`config.mk`:
```
export PLATFORM = sky130hd
export DESIGN_NAME = sffm_top
export DESIGN_NICKNAME = d
export VERILOG_FILES = /design/src/sffm_pkg.sv /design/src/sffm_top.sv
export SDC_FILE = /design/constraint.sdc
export NUM_CORES = 1
export LEC_CHECK = 0
export BUFFER_PORTS_ARGS = -buffer_cell sky130_fd_sc_hd__clkbuf_2
export CELL_PAD_IN_SITES_DETAIL_PLACEMENT = 0
export CELL_PAD_IN_SITES_GLOBAL_PLACEMENT = 1
export CORE_ASPECT_RATIO = 0.8
export CORE_MARGIN = 3
export CORE_UTILIZATION = 43
export CTS_CLUSTER_SIZE = 24
export DETAILED_ROUTE_END_ITERATION = 10
export GPL_ROUTABILITY_DRIVEN = 0
export GPL_TIMING_DRIVEN = 0
export PLACE_DENSITY = 0.91
export SYNTH_ARGS = -nofsm -noshare
export SYNTH_HDL_FRONTEND = slang
export SYNTH_SLANG_ARGS = --single-unit
```
`constraint.sdc`:
```
create_clock -name core_clk_i -period 2.72 [get_ports core_clk_i]
set_input_delay 0.136 -clock core_clk_i [delete_from_list [all_inputs] [get_ports core_clk_i]]
set_output_delay 0.136 -clock core_clk_i [all_outputs]
set_load 0.05 [all_outputs]
```
`src/sffm_pkg.sv`:
```
// Constants and types for the sensor fault flag monitor
package sffm_pkg;
   // ---------------------------------------------------------------
   // Register map
   // ---------------------------------------------------------------
   localparam logic [7:0]  FAULT_FLAGS_ADDR = 8'hA3;
   localparam logic [7:0]  SQ_RADIUS_ADDR   = 8'hA5;
   localparam logic [31:0] FLAGS_RESET      = 32'h0000_0040;
   // ---------------------------------------------------------------
   // Flag bit positions
   // ---------------------------------------------------------------
   localparam int B_ACF = 0;
   localparam int B_AOC = 1;
   localparam int B_TSE = 2;
   localparam int B_SAT = 3;
   localparam int B_SELFTEST = 4;
   localparam int B_SRR = 5;
   localparam int B_POR = 6;
   localparam int B_ESE = 7;
   localparam int B_UVD = 8;
   localparam int B_OVD = 9;
   localparam int B_NVM_UNCORR = 10;
   localparam int B_SPE = 11;
   localparam int B_OFE = 12;
   localparam int NFLAGS = 13;
   // Flags that only a power-on reset clears
   localparam logic [12:0] CRIT_MASK = 13'h1C00;
   // ---------------------------------------------------------------
   // Timing
   // ---------------------------------------------------------------
   localparam int CLK_HZ         = 25_000_000;
   localparam int TSE_PERIOD_US  = 1500;
   localparam int TSE_CYC        = TSE_PERIOD_US * (CLK_HZ / 1_000_000);
   localparam int FILT_MAX       = 16;
   localparam int PERIODIC_UPD   = 10;
   // Margin test selection
   typedef enum logic [1:0] {
      MRG_ONES = 2'h1,
      MRG_ZEROS = 2'h2,
      MRG_BOTH = 2'h3
   } sffm_mrg_t;
   typedef enum logic [2:0] {
      MS_IDLE = 3'b001,
      MS_RUN  = 3'b010,
      MS_DONE = 3'b100
   } sffm_ms_t;
endpackage

```
`src/sffm_top.sv`:
```
// Fault flag collection, clearing and margin test of the position sensor
`timescale 1ns/1ps
module sffm_top
   import sffm_pkg::*;
(
   // Clock and reset
   input  wire logic        core_clk_i,
   input  wire logic        resetn_i,
   // Register read port
   input  wire logic        rd_en_i,
   input  wire logic [7:0]  rd_addr_i,
   output logic [31:0]      rd_data_o,
   // Output protocol report strobe
   input  wire logic        report_done_i,
   // Signal path timing and raw conditions
   input  wire logic        angle_upd_i,
   input  wire logic        analog_bad_i,
   input  wire logic        clamp_hit_i,
   input  wire logic        temp_hi_sat_i,
   input  wire logic        temp_lo_i,
   input  wire logic        sat_filt_i,
   input  wire logic        sat_chan_i,
   input  wire logic        pregain_out_i,
   input  wire logic        gain_out_i,
   input  wire logic        postgain_out_i,
   input  wire logic        sat_lin_i,
   input  wire logic        osc_dev_i,
   input  wire logic        logic_selftest_fail_i,
   input  wire logic        upd_late_i,
   input  wire logic        uvd_i,
   input  wire logic        ovd_i,
   input  wire logic        ese_i,
   input  wire logic        nvm_uncorrectable_i,
   input  wire logic        spe_i,
   input  wire logic [15:0] first_axis_value_i,
   input  wire logic [15:0] second_axis_value_i,
   // Nonvolatile configuration
   input  wire logic [12:0] flag_mask_i,
   input  wire logic        sat_filt_mask_i,
   input  wire logic        sat_chan_mask_i,
   input  wire logic        sat_cor_mask_i,
   input  wire logic        sat_lin_mask_i,
   input  wire logic        ang_thresh_en_i,
   input  wire logic        ang_gain_sat_en_i,
   input  wire logic        ang_offs_sat_en_i,
   input  wire logic [3:0]  fault_filt_i,
   input  wire logic [8:0]  thresh_min_i,
   input  wire logic [8:0]  thresh_max_i,
   // Margin test
   input  wire logic        mrg_start_i,
   input  wire logic [1:0]  mrg_sel_i,
   input  wire logic        mrg_cell_ok1_i,
   input  wire logic        mrg_cell_ok0_i,
   output logic             mrg_busy_o,
   output logic [1:0]       mrg_result_o,
   // Diagnostic state
   output logic             fault_state_o
);
   // ---------------------------------------------------------------
   // Reset release
   // ---------------------------------------------------------------
   logic rst_s1_r, rst_n;
   always_ff @(posedge core_clk_i or negedge resetn_i) begin
      if (!resetn_i) begin
         rst_s1_r <= 1'b0;
         rst_n    <= 1'b0;
      end else begin
         rst_s1_r <= 1'b1;
         rst_n    <= rst_s1_r;
      end
   end

   function automatic logic [16:0] sq_rad(input logic [15:0] a, input logic [15:0] b);
      logic [8:0] qa;
      logic [8:0] qb;
      qa = a[15:7];
      qb = b[15:7];
      // Widen before squaring; a 9-bit product would wrap
      sq_rad = 17'(qa) * 17'(qa) + 17'(qb) * 17'(qb);
   endfunction

   // ---------------------------------------------------------------
   // Condition evaluation
   // ---------------------------------------------------------------
   logic [16:0] radius_r, radius_nxt;
   logic [3:0]  aoc_cnt_r, aoc_cnt_nxt, sat_cnt_r, sat_cnt_nxt, srr_cnt_r, srr_cnt_nxt;
   logic [3:0]  upd_cnt_r, upd_cnt_nxt;
   logic [15:0] tse_cnt_r, tse_cnt_nxt;
   logic        first_upd_r, first_upd_nxt;
   logic        sat_cond, srr_cond, tick10, tse_tick;
   logic [31:0] min_sq, max_sq;

   always_comb begin
      min_sq = 32'(thresh_min_i) * 32'(thresh_min_i);
      max_sq = 32'(thresh_max_i) * 32'(thresh_max_i);
      sat_cond = (sat_filt_i & ~sat_filt_mask_i) | (sat_chan_i & ~sat_chan_mask_i)
               | (((pregain_out_i & ang_thresh_en_i) | (gain_out_i & ang_gain_sat_en_i)
               | (postgain_out_i & ang_offs_sat_en_i)) & ~sat_cor_mask_i)
               | (sat_lin_i & ~sat_lin_mask_i);
      radius_nxt = angle_upd_i ? sq_rad(first_axis_value_i, second_axis_value_i) : radius_r;
      srr_cond = !((32'(radius_r) > min_sq) && (32'(radius_r) < max_sq));
      tick10 = angle_upd_i && (upd_cnt_r == 4'(PERIODIC_UPD - 1));
      upd_cnt_nxt = angle_upd_i ? (tick10 ? 4'h0 : upd_cnt_r + 4'h1) : upd_cnt_r;
      tse_tick = (tse_cnt_r == 16'(TSE_CYC - 1));
      tse_cnt_nxt = tse_tick ? 16'h0000 : tse_cnt_r + 16'h0001;
      first_upd_nxt = first_upd_r | angle_upd_i;
      // Fault filter: a persistent condition must last fault_filt + 1 updates
      aoc_cnt_nxt = aoc_cnt_r;
      sat_cnt_nxt = sat_cnt_r;
      srr_cnt_nxt = srr_cnt_r;
      if (angle_upd_i) begin
         aoc_cnt_nxt = !clamp_hit_i ? 4'h0 : (aoc_cnt_r == 4'hF ? aoc_cnt_r : aoc_cnt_r + 4'h1);
         sat_cnt_nxt = !sat_cond ? 4'h0 : (sat_cnt_r == 4'hF ? sat_cnt_r : sat_cnt_r + 4'h1);
         srr_cnt_nxt = !srr_cond ? 4'h0 : (srr_cnt_r == 4'hF ? srr_cnt_r : srr_cnt_r + 4'h1);
      end
   end

   always_ff @(posedge core_clk_i or negedge rst_n) begin
      if (!rst_n) begin
         radius_r    <= 17'h00000;
         aoc_cnt_r   <= 4'h0;
         sat_cnt_r   <= 4'h0;
         srr_cnt_r   <= 4'h0;
         upd_cnt_r   <= 4'h0;
         tse_cnt_r   <= 16'h0000;
         first_upd_r <= 1'b0;
      end else begin
         radius_r    <= radius_nxt;
         aoc_cnt_r   <= aoc_cnt_nxt;
         sat_cnt_r   <= sat_cnt_nxt;
         srr_cnt_r   <= srr_cnt_nxt;
         upd_cnt_r   <= upd_cnt_nxt;
         tse_cnt_r   <= tse_cnt_nxt;
         first_upd_r <= first_upd_nxt;
      end
   end

   // ---------------------------------------------------------------
   // Flag register
   // ---------------------------------------------------------------
   logic [12:0] set_v, flags_r, flags_nxt, clr_v;
   logic        rd_flags;
   always_comb begin
      set_v = '0;
      set_v[B_ACF] = analog_bad_i;
      set_v[B_AOC] = angle_upd_i && clamp_hit_i && (aoc_cnt_r >= fault_filt_i);
      set_v[B_TSE] = tse_tick && (temp_hi_sat_i || temp_lo_i);
      set_v[B_SAT] = angle_upd_i && sat_cond && (sat_cnt_r >= fault_filt_i);
      set_v[B_SELFTEST] = tick10 && (logic_selftest_fail_i || upd_late_i);
      set_v[B_SRR] = angle_upd_i && srr_cond && (srr_cnt_r >= fault_filt_i);
      set_v[B_ESE] = ese_i;
      set_v[B_UVD] = uvd_i;
      set_v[B_OVD] = ovd_i;
      set_v[B_NVM_UNCORR] = nvm_uncorrectable_i;
      set_v[B_SPE] = spe_i;
      set_v[B_OFE] = tick10 && osc_dev_i;
      set_v = set_v & ~flag_mask_i;
      rd_flags = rd_en_i && (rd_addr_i == FAULT_FLAGS_ADDR);
      clr_v = (rd_flags || report_done_i) ? ~CRIT_MASK : 13'h0000;
      clr_v[B_ESE] = rd_flags;
      clr_v[B_POR] = (rd_flags || report_done_i) && first_upd_r;
      flags_nxt = (flags_r & ~clr_v) | set_v;
   end

   always_ff @(posedge core_clk_i or negedge rst_n) begin
      if (!rst_n) begin
         flags_r <= FLAGS_RESET[12:0];
      end else begin
         flags_r <= flags_nxt & ~(flag_mask_i & (13'h0001 << B_POR));
      end
   end

   // ---------------------------------------------------------------
   // Margin test
   // ---------------------------------------------------------------
   sffm_ms_t   ms_r, ms_nxt;
   logic [1:0] res_r, res_nxt;
   logic [1:0] sel_r, sel_nxt;
   always_comb begin
      ms_nxt  = ms_r;
      res_nxt = res_r;
      sel_nxt = sel_r;
      unique case (ms_r)
         MS_IDLE: begin
            if (mrg_start_i && mrg_sel_i != 2'h0) begin
               ms_nxt  = MS_RUN;
               sel_nxt = mrg_sel_i;
               res_nxt = 2'h0;
            end
         end
         MS_RUN: begin
            res_nxt[0] = sel_r[0] & ~mrg_cell_ok1_i;
            res_nxt[1] = sel_r[1] & ~mrg_cell_ok0_i;
            ms_nxt = MS_DONE;
         end
         MS_DONE: ms_nxt = MS_IDLE;
         default: ms_nxt = MS_IDLE;
      endcase
   end

   always_ff @(posedge core_clk_i or negedge rst_n) begin
      if (!rst_n) begin
         ms_r  <= MS_IDLE;
         res_r <= 2'h0;
         sel_r <= 2'h0;
      end else begin
         ms_r  <= ms_nxt;
         res_r <= res_nxt;
         sel_r <= sel_nxt;
      end
   end

   // ---------------------------------------------------------------
   // Outputs
   // ---------------------------------------------------------------
   logic [31:0] rd_nxt, rd_r;
   always_comb begin
      rd_nxt = 32'h0000_0000;
      if (rd_en_i && rd_addr_i == FAULT_FLAGS_ADDR) rd_nxt = {19'h00000, flags_r};
      else if (rd_en_i && rd_addr_i == SQ_RADIUS_ADDR) rd_nxt = {15'h0000, radius_r};
   end
   always_ff @(posedge core_clk_i or negedge rst_n) begin
      if (!rst_n) rd_r <= 32'h0000_0000;
      else rd_r <= rd_nxt;
   end
   assign rd_data_o     = rd_r;
   assign mrg_busy_o    = (ms_r != MS_IDLE);
   assign mrg_result_o  = res_r;
   // Margin results are kept out of the fault state on purpose
   assign fault_state_o = |flags_r;

   // ---------------------------------------------------------------
   // Checks
   // ---------------------------------------------------------------
   crit_sticky_a: assert property (@(posedge core_clk_i) disable iff (!rst_n)
      $past(flags_r[B_OFE]) |-> flags_r[B_OFE])
      else $error("oscillator flag cleared");
   por_hold_a: assert property (@(posedge core_clk_i) disable iff (!rst_n)
      !first_upd_r && $past(flags_r[B_POR]) |-> flags_r[B_POR])
      else $error("por cleared early");
   read_clear_a: assert property (@(posedge core_clk_i) disable iff (!rst_n)
      rd_flags && !set_v[B_ACF] |=> !flags_r[B_ACF])
      else $error("acf not cleared");
   set_wins_a: assert property (@(posedge core_clk_i) disable iff (!rst_n)
      rd_flags && set_v[B_ACF] |=> flags_r[B_ACF])
      else $error("acf set lost");
   uncorr_sticky_a: assert property (@(posedge core_clk_i) disable iff (!rst_n)
      $past(flags_r[B_NVM_UNCORR]) |-> flags_r[B_NVM_UNCORR])
      else $error("uncorrectable flag cleared");
   spe_keep_a: assert property (@(posedge core_clk_i) disable iff (!rst_n)
      (rd_flags || report_done_i) && flags_r[B_SPE] |=> flags_r[B_SPE])
      else $error("parity flag cleared");
   read_data_a: assert property (@(posedge core_clk_i) disable iff (!rst_n)
      rd_flags |=> rd_data_o[31:13] == 19'h00000)
      else $error("upper bits set");
   unmapped_zero_a: assert property (@(posedge core_clk_i) disable iff (!rst_n)
      !(rd_en_i && (rd_addr_i == FAULT_FLAGS_ADDR || rd_addr_i == SQ_RADIUS_ADDR))
      |=> rd_data_o == 32'h0000_0000)
      else $error("read data not zero");
   mask_acf_a: assert property (@(posedge core_clk_i) disable iff (!rst_n)
      flag_mask_i[B_ACF] && analog_bad_i && !flags_r[B_ACF] |=> !flags_r[B_ACF])
      else $error("masked acf set");
   mask_srr_a: assert property (@(posedge core_clk_i) disable iff (!rst_n)
      flag_mask_i[B_SRR] && !flags_r[B_SRR] |=> !flags_r[B_SRR])
      else $error("masked radius flag set");
   fault_out_a: assert property (@(posedge core_clk_i) disable iff (!rst_n)
      flags_r[B_TSE] |-> fault_state_o)
      else $error("no fault state");
   // A flag may only rise at its own evaluation point
   tse_point_a: assert property (@(posedge core_clk_i) disable iff (!rst_n)
      !$past(flags_r[B_TSE]) && flags_r[B_TSE] |-> $past(tse_tick))
      else $error("temperature flag off tick");
   selftest_point_a: assert property (@(posedge core_clk_i) disable iff (!rst_n)
      !$past(flags_r[B_SELFTEST]) && flags_r[B_SELFTEST] |-> $past(tick10))
      else $error("self-test flag off tick");
   mrg_len_a: assert property (@(posedge core_clk_i) disable iff (!rst_n)
      ms_r == MS_IDLE && mrg_start_i && mrg_sel_i != 2'h0 |=> mrg_busy_o ##2 !mrg_busy_o)
      else $error("margin length");
   mrg_no_fault_a: assert property (@(posedge core_clk_i) disable iff (!rst_n)
      ms_r == MS_RUN && set_v == 13'h0000 && !rd_flags && !report_done_i
      && !flag_mask_i[B_POR] |=> flags_r == $past(flags_r))
      else $error("margin changed flags");
endmodule

```
==> flow_summary_export.csv <==
group,metric,value,unit
status,outcome,"complete, but fails checks",
status,failed_checks,"negative setup slack",
sta,hold_violations,0,
cells_and_area,stdcell_count,1944,
placement,dp_cells,1893,
floorplan,pin_count,146,
drt,post_drt_via_cell_ratio,5.07,
cells_and_area,antenna_cells,0,
clock_tree,tritoncts.num_buffers,9,
drt,detailedRoute.firstIterationViolations,511,
pwr,ir_drop,0.00157,V
flow_run,maxCapViolations,0,
clock_tree,cts_root_buffer,"clkbuf_16",
cells_and_area,drive_above_1_share,21.5,%
cells_and_area,final_net_count,2007,
sta,period_share,189,%
sta,report.final.slew_viol_count,0,
synthesis,seq_cells_post_synth,89,
floorplan,die_area,32100,µm²
sta,setup_violations,18,
synthesis,synth_top_flop_cell,"dfrtp_1",
placement,dp_worst_setup_slack,-2.84,ns
cells_and_area,layout-area-overhead-vs-synth,20.6,%
worst_setup_path,timing.critical_path.from_type,"input port",
sta,totalNegativeSetupSlack,-32.37,ns
clock_tree,worst_setup_hold_path_clk_slew,0.07,ns
clock_tree,cts_tree,"yes",
floorplan,rows,56,
synthesis,ys_types,62,
global_route,grt_pass1_vias,10300,
sta,maxClockFrequency,0.195,GHz
synthesis,synthDominantCellAreaShare,25.2,%
drt,drc,0,
sta,slew-limit-headroom,31.3,%
sta,rsz_0062_raised_after_global_routing,"yes",
global_route,grt_util_met1,27.0,%
clock_tree,ctsLongestPathBuffers,2,
worst_setup_path,worst_setup_path_end_kind,"flop",
global_route,global_route.usage.total,19.0,%
clock_tree,cts_sinks,89,
worst_setup_path,timing.critical_path.fanout_max,10,
global_route,grt_antenna_before_repair,0,
sta,worstMarginPinSlew,1.03,ns
synthesis,synth.largest_area_cell,"fa_1",
floorplan,die_w,200,µm
drt,drt-total-wl,29600,µm
placement,io_buffer_count,108,
synthesis,asyncSetResetFlopFracSynth,100,%
worst_setup_path,required,3.00,ns
drt,route.detailed.wl_per_inst,15.2,µm
drt,dr_total_vias,9853,
floorplan,start_util,43.8,%
synthesis,synth_edf_count,0,
synthesis,synthMostInstantiatedCell,"inv_1",
drt,postRouteAntennaNets,0,
cells_and_area,filler_cells_inserted,2612,
synthesis,post_synth_instance_area,12900,µm²
sta,finClkSkew,0.00940,ns
floorplan,die_ht,161,µm
global_route,grt_first_pass_wirelength,49700,µm
sta,final.hold.worst_slack,0.00992,ns
synthesis,yosysWarnings,0,
sta,postLayoutSetupSlackWorst,-2.42,ns
floorplan,fp.coreArea,29400,µm²
global_route,grtUsageMet3,2.64,%
drt,first_pass_iters,5,
global_route,use_met2,31.6,%
global_route,overflow_after_grt,0,
cells_and_area,post-route-cell-area,15500,µm²
synthesis,post_synth_inst_count,1393,
synthesis,average_size_of_a_mapped_cell,9.26,µm²
synthesis,seq_area_frac_synth,17.3,%
pwr,power-per-cell-area,1160,nW/µm²
synthesis,yosys-top-cells-area,"fa_1, dfrtp_1, ha_1",
sta,final.min_clock_period,5.14,ns
clock_tree,clk-insertion-delay-late,0.35,ns
worst_setup_path,worstPathArrival,5.41,ns
min_path,worst_min_delay_path_class,"in2reg",
worst_setup_path,timing_worst_setup_path_type,"in2reg",
global_route,grt_start_max_net_pins,72,
placement,dpl_cell_area,14500,µm²
placement,final_hpwl_from_detailed_placement,24400,µm
pwr,static-leakage-power,8.11,nW
global_route,global_route.peak_usage_layer,"met2",
clock_tree,number_of_h_tree_levels,3,
synthesis,synth_common_cells,"inv_1, ha_1, fa_1",
cells in the final DEF, fill, tap and decap left out, drive strengths merged, types with 4 or more instances in the layout:
master and instances:
nand4 12, nor4 6, xor2 33, clkbuf 128
dlygate4sd3 9, o21ai 37, fa 162, a31oi 5
nor2b 14, nand2b 13, buf 60, ha 173
and4 4, o22ai 5, a21o 21, xnor2 42
conb 16, and3 4, and2 86, nand3 16
o21bai 6, nor2 64, o21a 6, mux2 17
a211o 4, a211oi 10, a22o 17, a21oi 54
o31ai 5, nor3 11, dfrtp 87, or3 5
nand2 106, inv 286
through the flow:
step	util (%)	total power [mW]
after global routing	52.8	19.7
final	52.8	18.0
after global placement	49.0	13.8
after floorplan	-	11.8
after detailed placement	49.1	14.2
after CTS	52.1	17.2
layer usage:
layer  vias up  wire length [µm]
met3        32              1270
li1       4767                 -
met1      4848             13700
met5         -                 0
met4         0               502
met2       206             14000
cell families (layout without fill, tap and decap cells):
kind of cell / after synthesis / in the layout / synth area share [%]
AO/OA/AOI/OAI: 190 / 190 / 9.78
XOR/XNOR: 75 / 75 / 5.10
other: 2 / 16 / 0.0583
AND/OR/NAND/NOR: 356 / 356 / 14.2
flip-flops: 89 / 89 / 17.3
multiplexers: 18 / 18 / 1.56
buffers and inverters: 328 / 488 / 10.1
adder cells (fa/ha/maj): 335 / 335 / 41.9
cell type report:
cell class / instances / area [µm²] / area share, %
Sequential cell: 89 / 2230 / 14.4
Buffer: 43 / 424 / 2.73
Clock buffer: 10 / 229 / 1.47
Inverter: 285 / 1090 / 7.04
Multi-Input combinational cell: 990 / 10000 / 64.4
Clock inverter: 6 / 75.1 / 0.483
Timing Repair Buffer: 144 / 1010 / 6.50
Tap cell: 377 / 472 / 3.03
critical path, stage by stage:
cell      delay [ns]
clkbuf_8        0.14
and2_4          0.16
inv_2           0.03
fa_1            0.55
inv_1           0.08
fa_1            0.50
inv_1           0.06
fa_1            0.48
fa_1            0.58
inv_2           0.05
ha_4            0.22
o21ai_1         0.11
o21bai_2        0.10
a211o_1         0.34
a21oi_2         0.15
o21bai_1        0.08
a21oi_1         0.17
xor2_1          0.19
ha_1            0.26
nand2_1         0.08
nor2_2          0.05
o41a_1          0.11
o41a_1          0.43
o2111a_2        0.21
nor3_2          0.14
flip-flops by register name (all words and copies together), names as in the netlist:
register / cells
aoc_cnt_r: 4
sel_r: 2
radius_r: 17
ms_r: 3
rd_data_o: 17
mrg_result_o: 2
tse_cnt_r: 16
first_upd_r: 1
flags_r: 13
upd_cnt_r: 4
rst_n: 1
sat_cnt_r: 4
srr_cnt_r: 4
rst_s1_r: 1
power breakdown:
group | switching (mW) | internal [mW] | total [mW] | leakage [nW]
Combinational | 7.35 | 7.37 | 14.7 | 6.84
Sequential | 0.336 | 1.62 | 1.96 | 1.13
Clock | 0.575 | 0.726 | 1.30 | 0.145
timing repair:
action	CTS	global route
endpoints found under the setup margin	18	18
gates resized for setup	72	58
pin swaps	35	35
gates cloned	0	0
hold endpoints to repair	10	0
buffers inserted	21	5
hold buffers	9	0
final timing paths:
check / from / end / slack, ns / depth (start not counted)
max: thresh_min_i[1] / srr_cnt_r[2] / -2.42 / 25
min in group asynchronous: resetn_i / rst_n / 0.09 / 2
max reg2reg: radius_r[7] / srr_cnt_r[2] / 0.35 / 7
min: ovd_i / flags_r[9] / 0.01 / 3
min reg2reg: rst_n / sat_cnt_r[0] / 0.20 / 0
max in group asynchronous: rst_n / ms_r[0] / 1.84 / 1
Power figures use the tool's default switching activity.
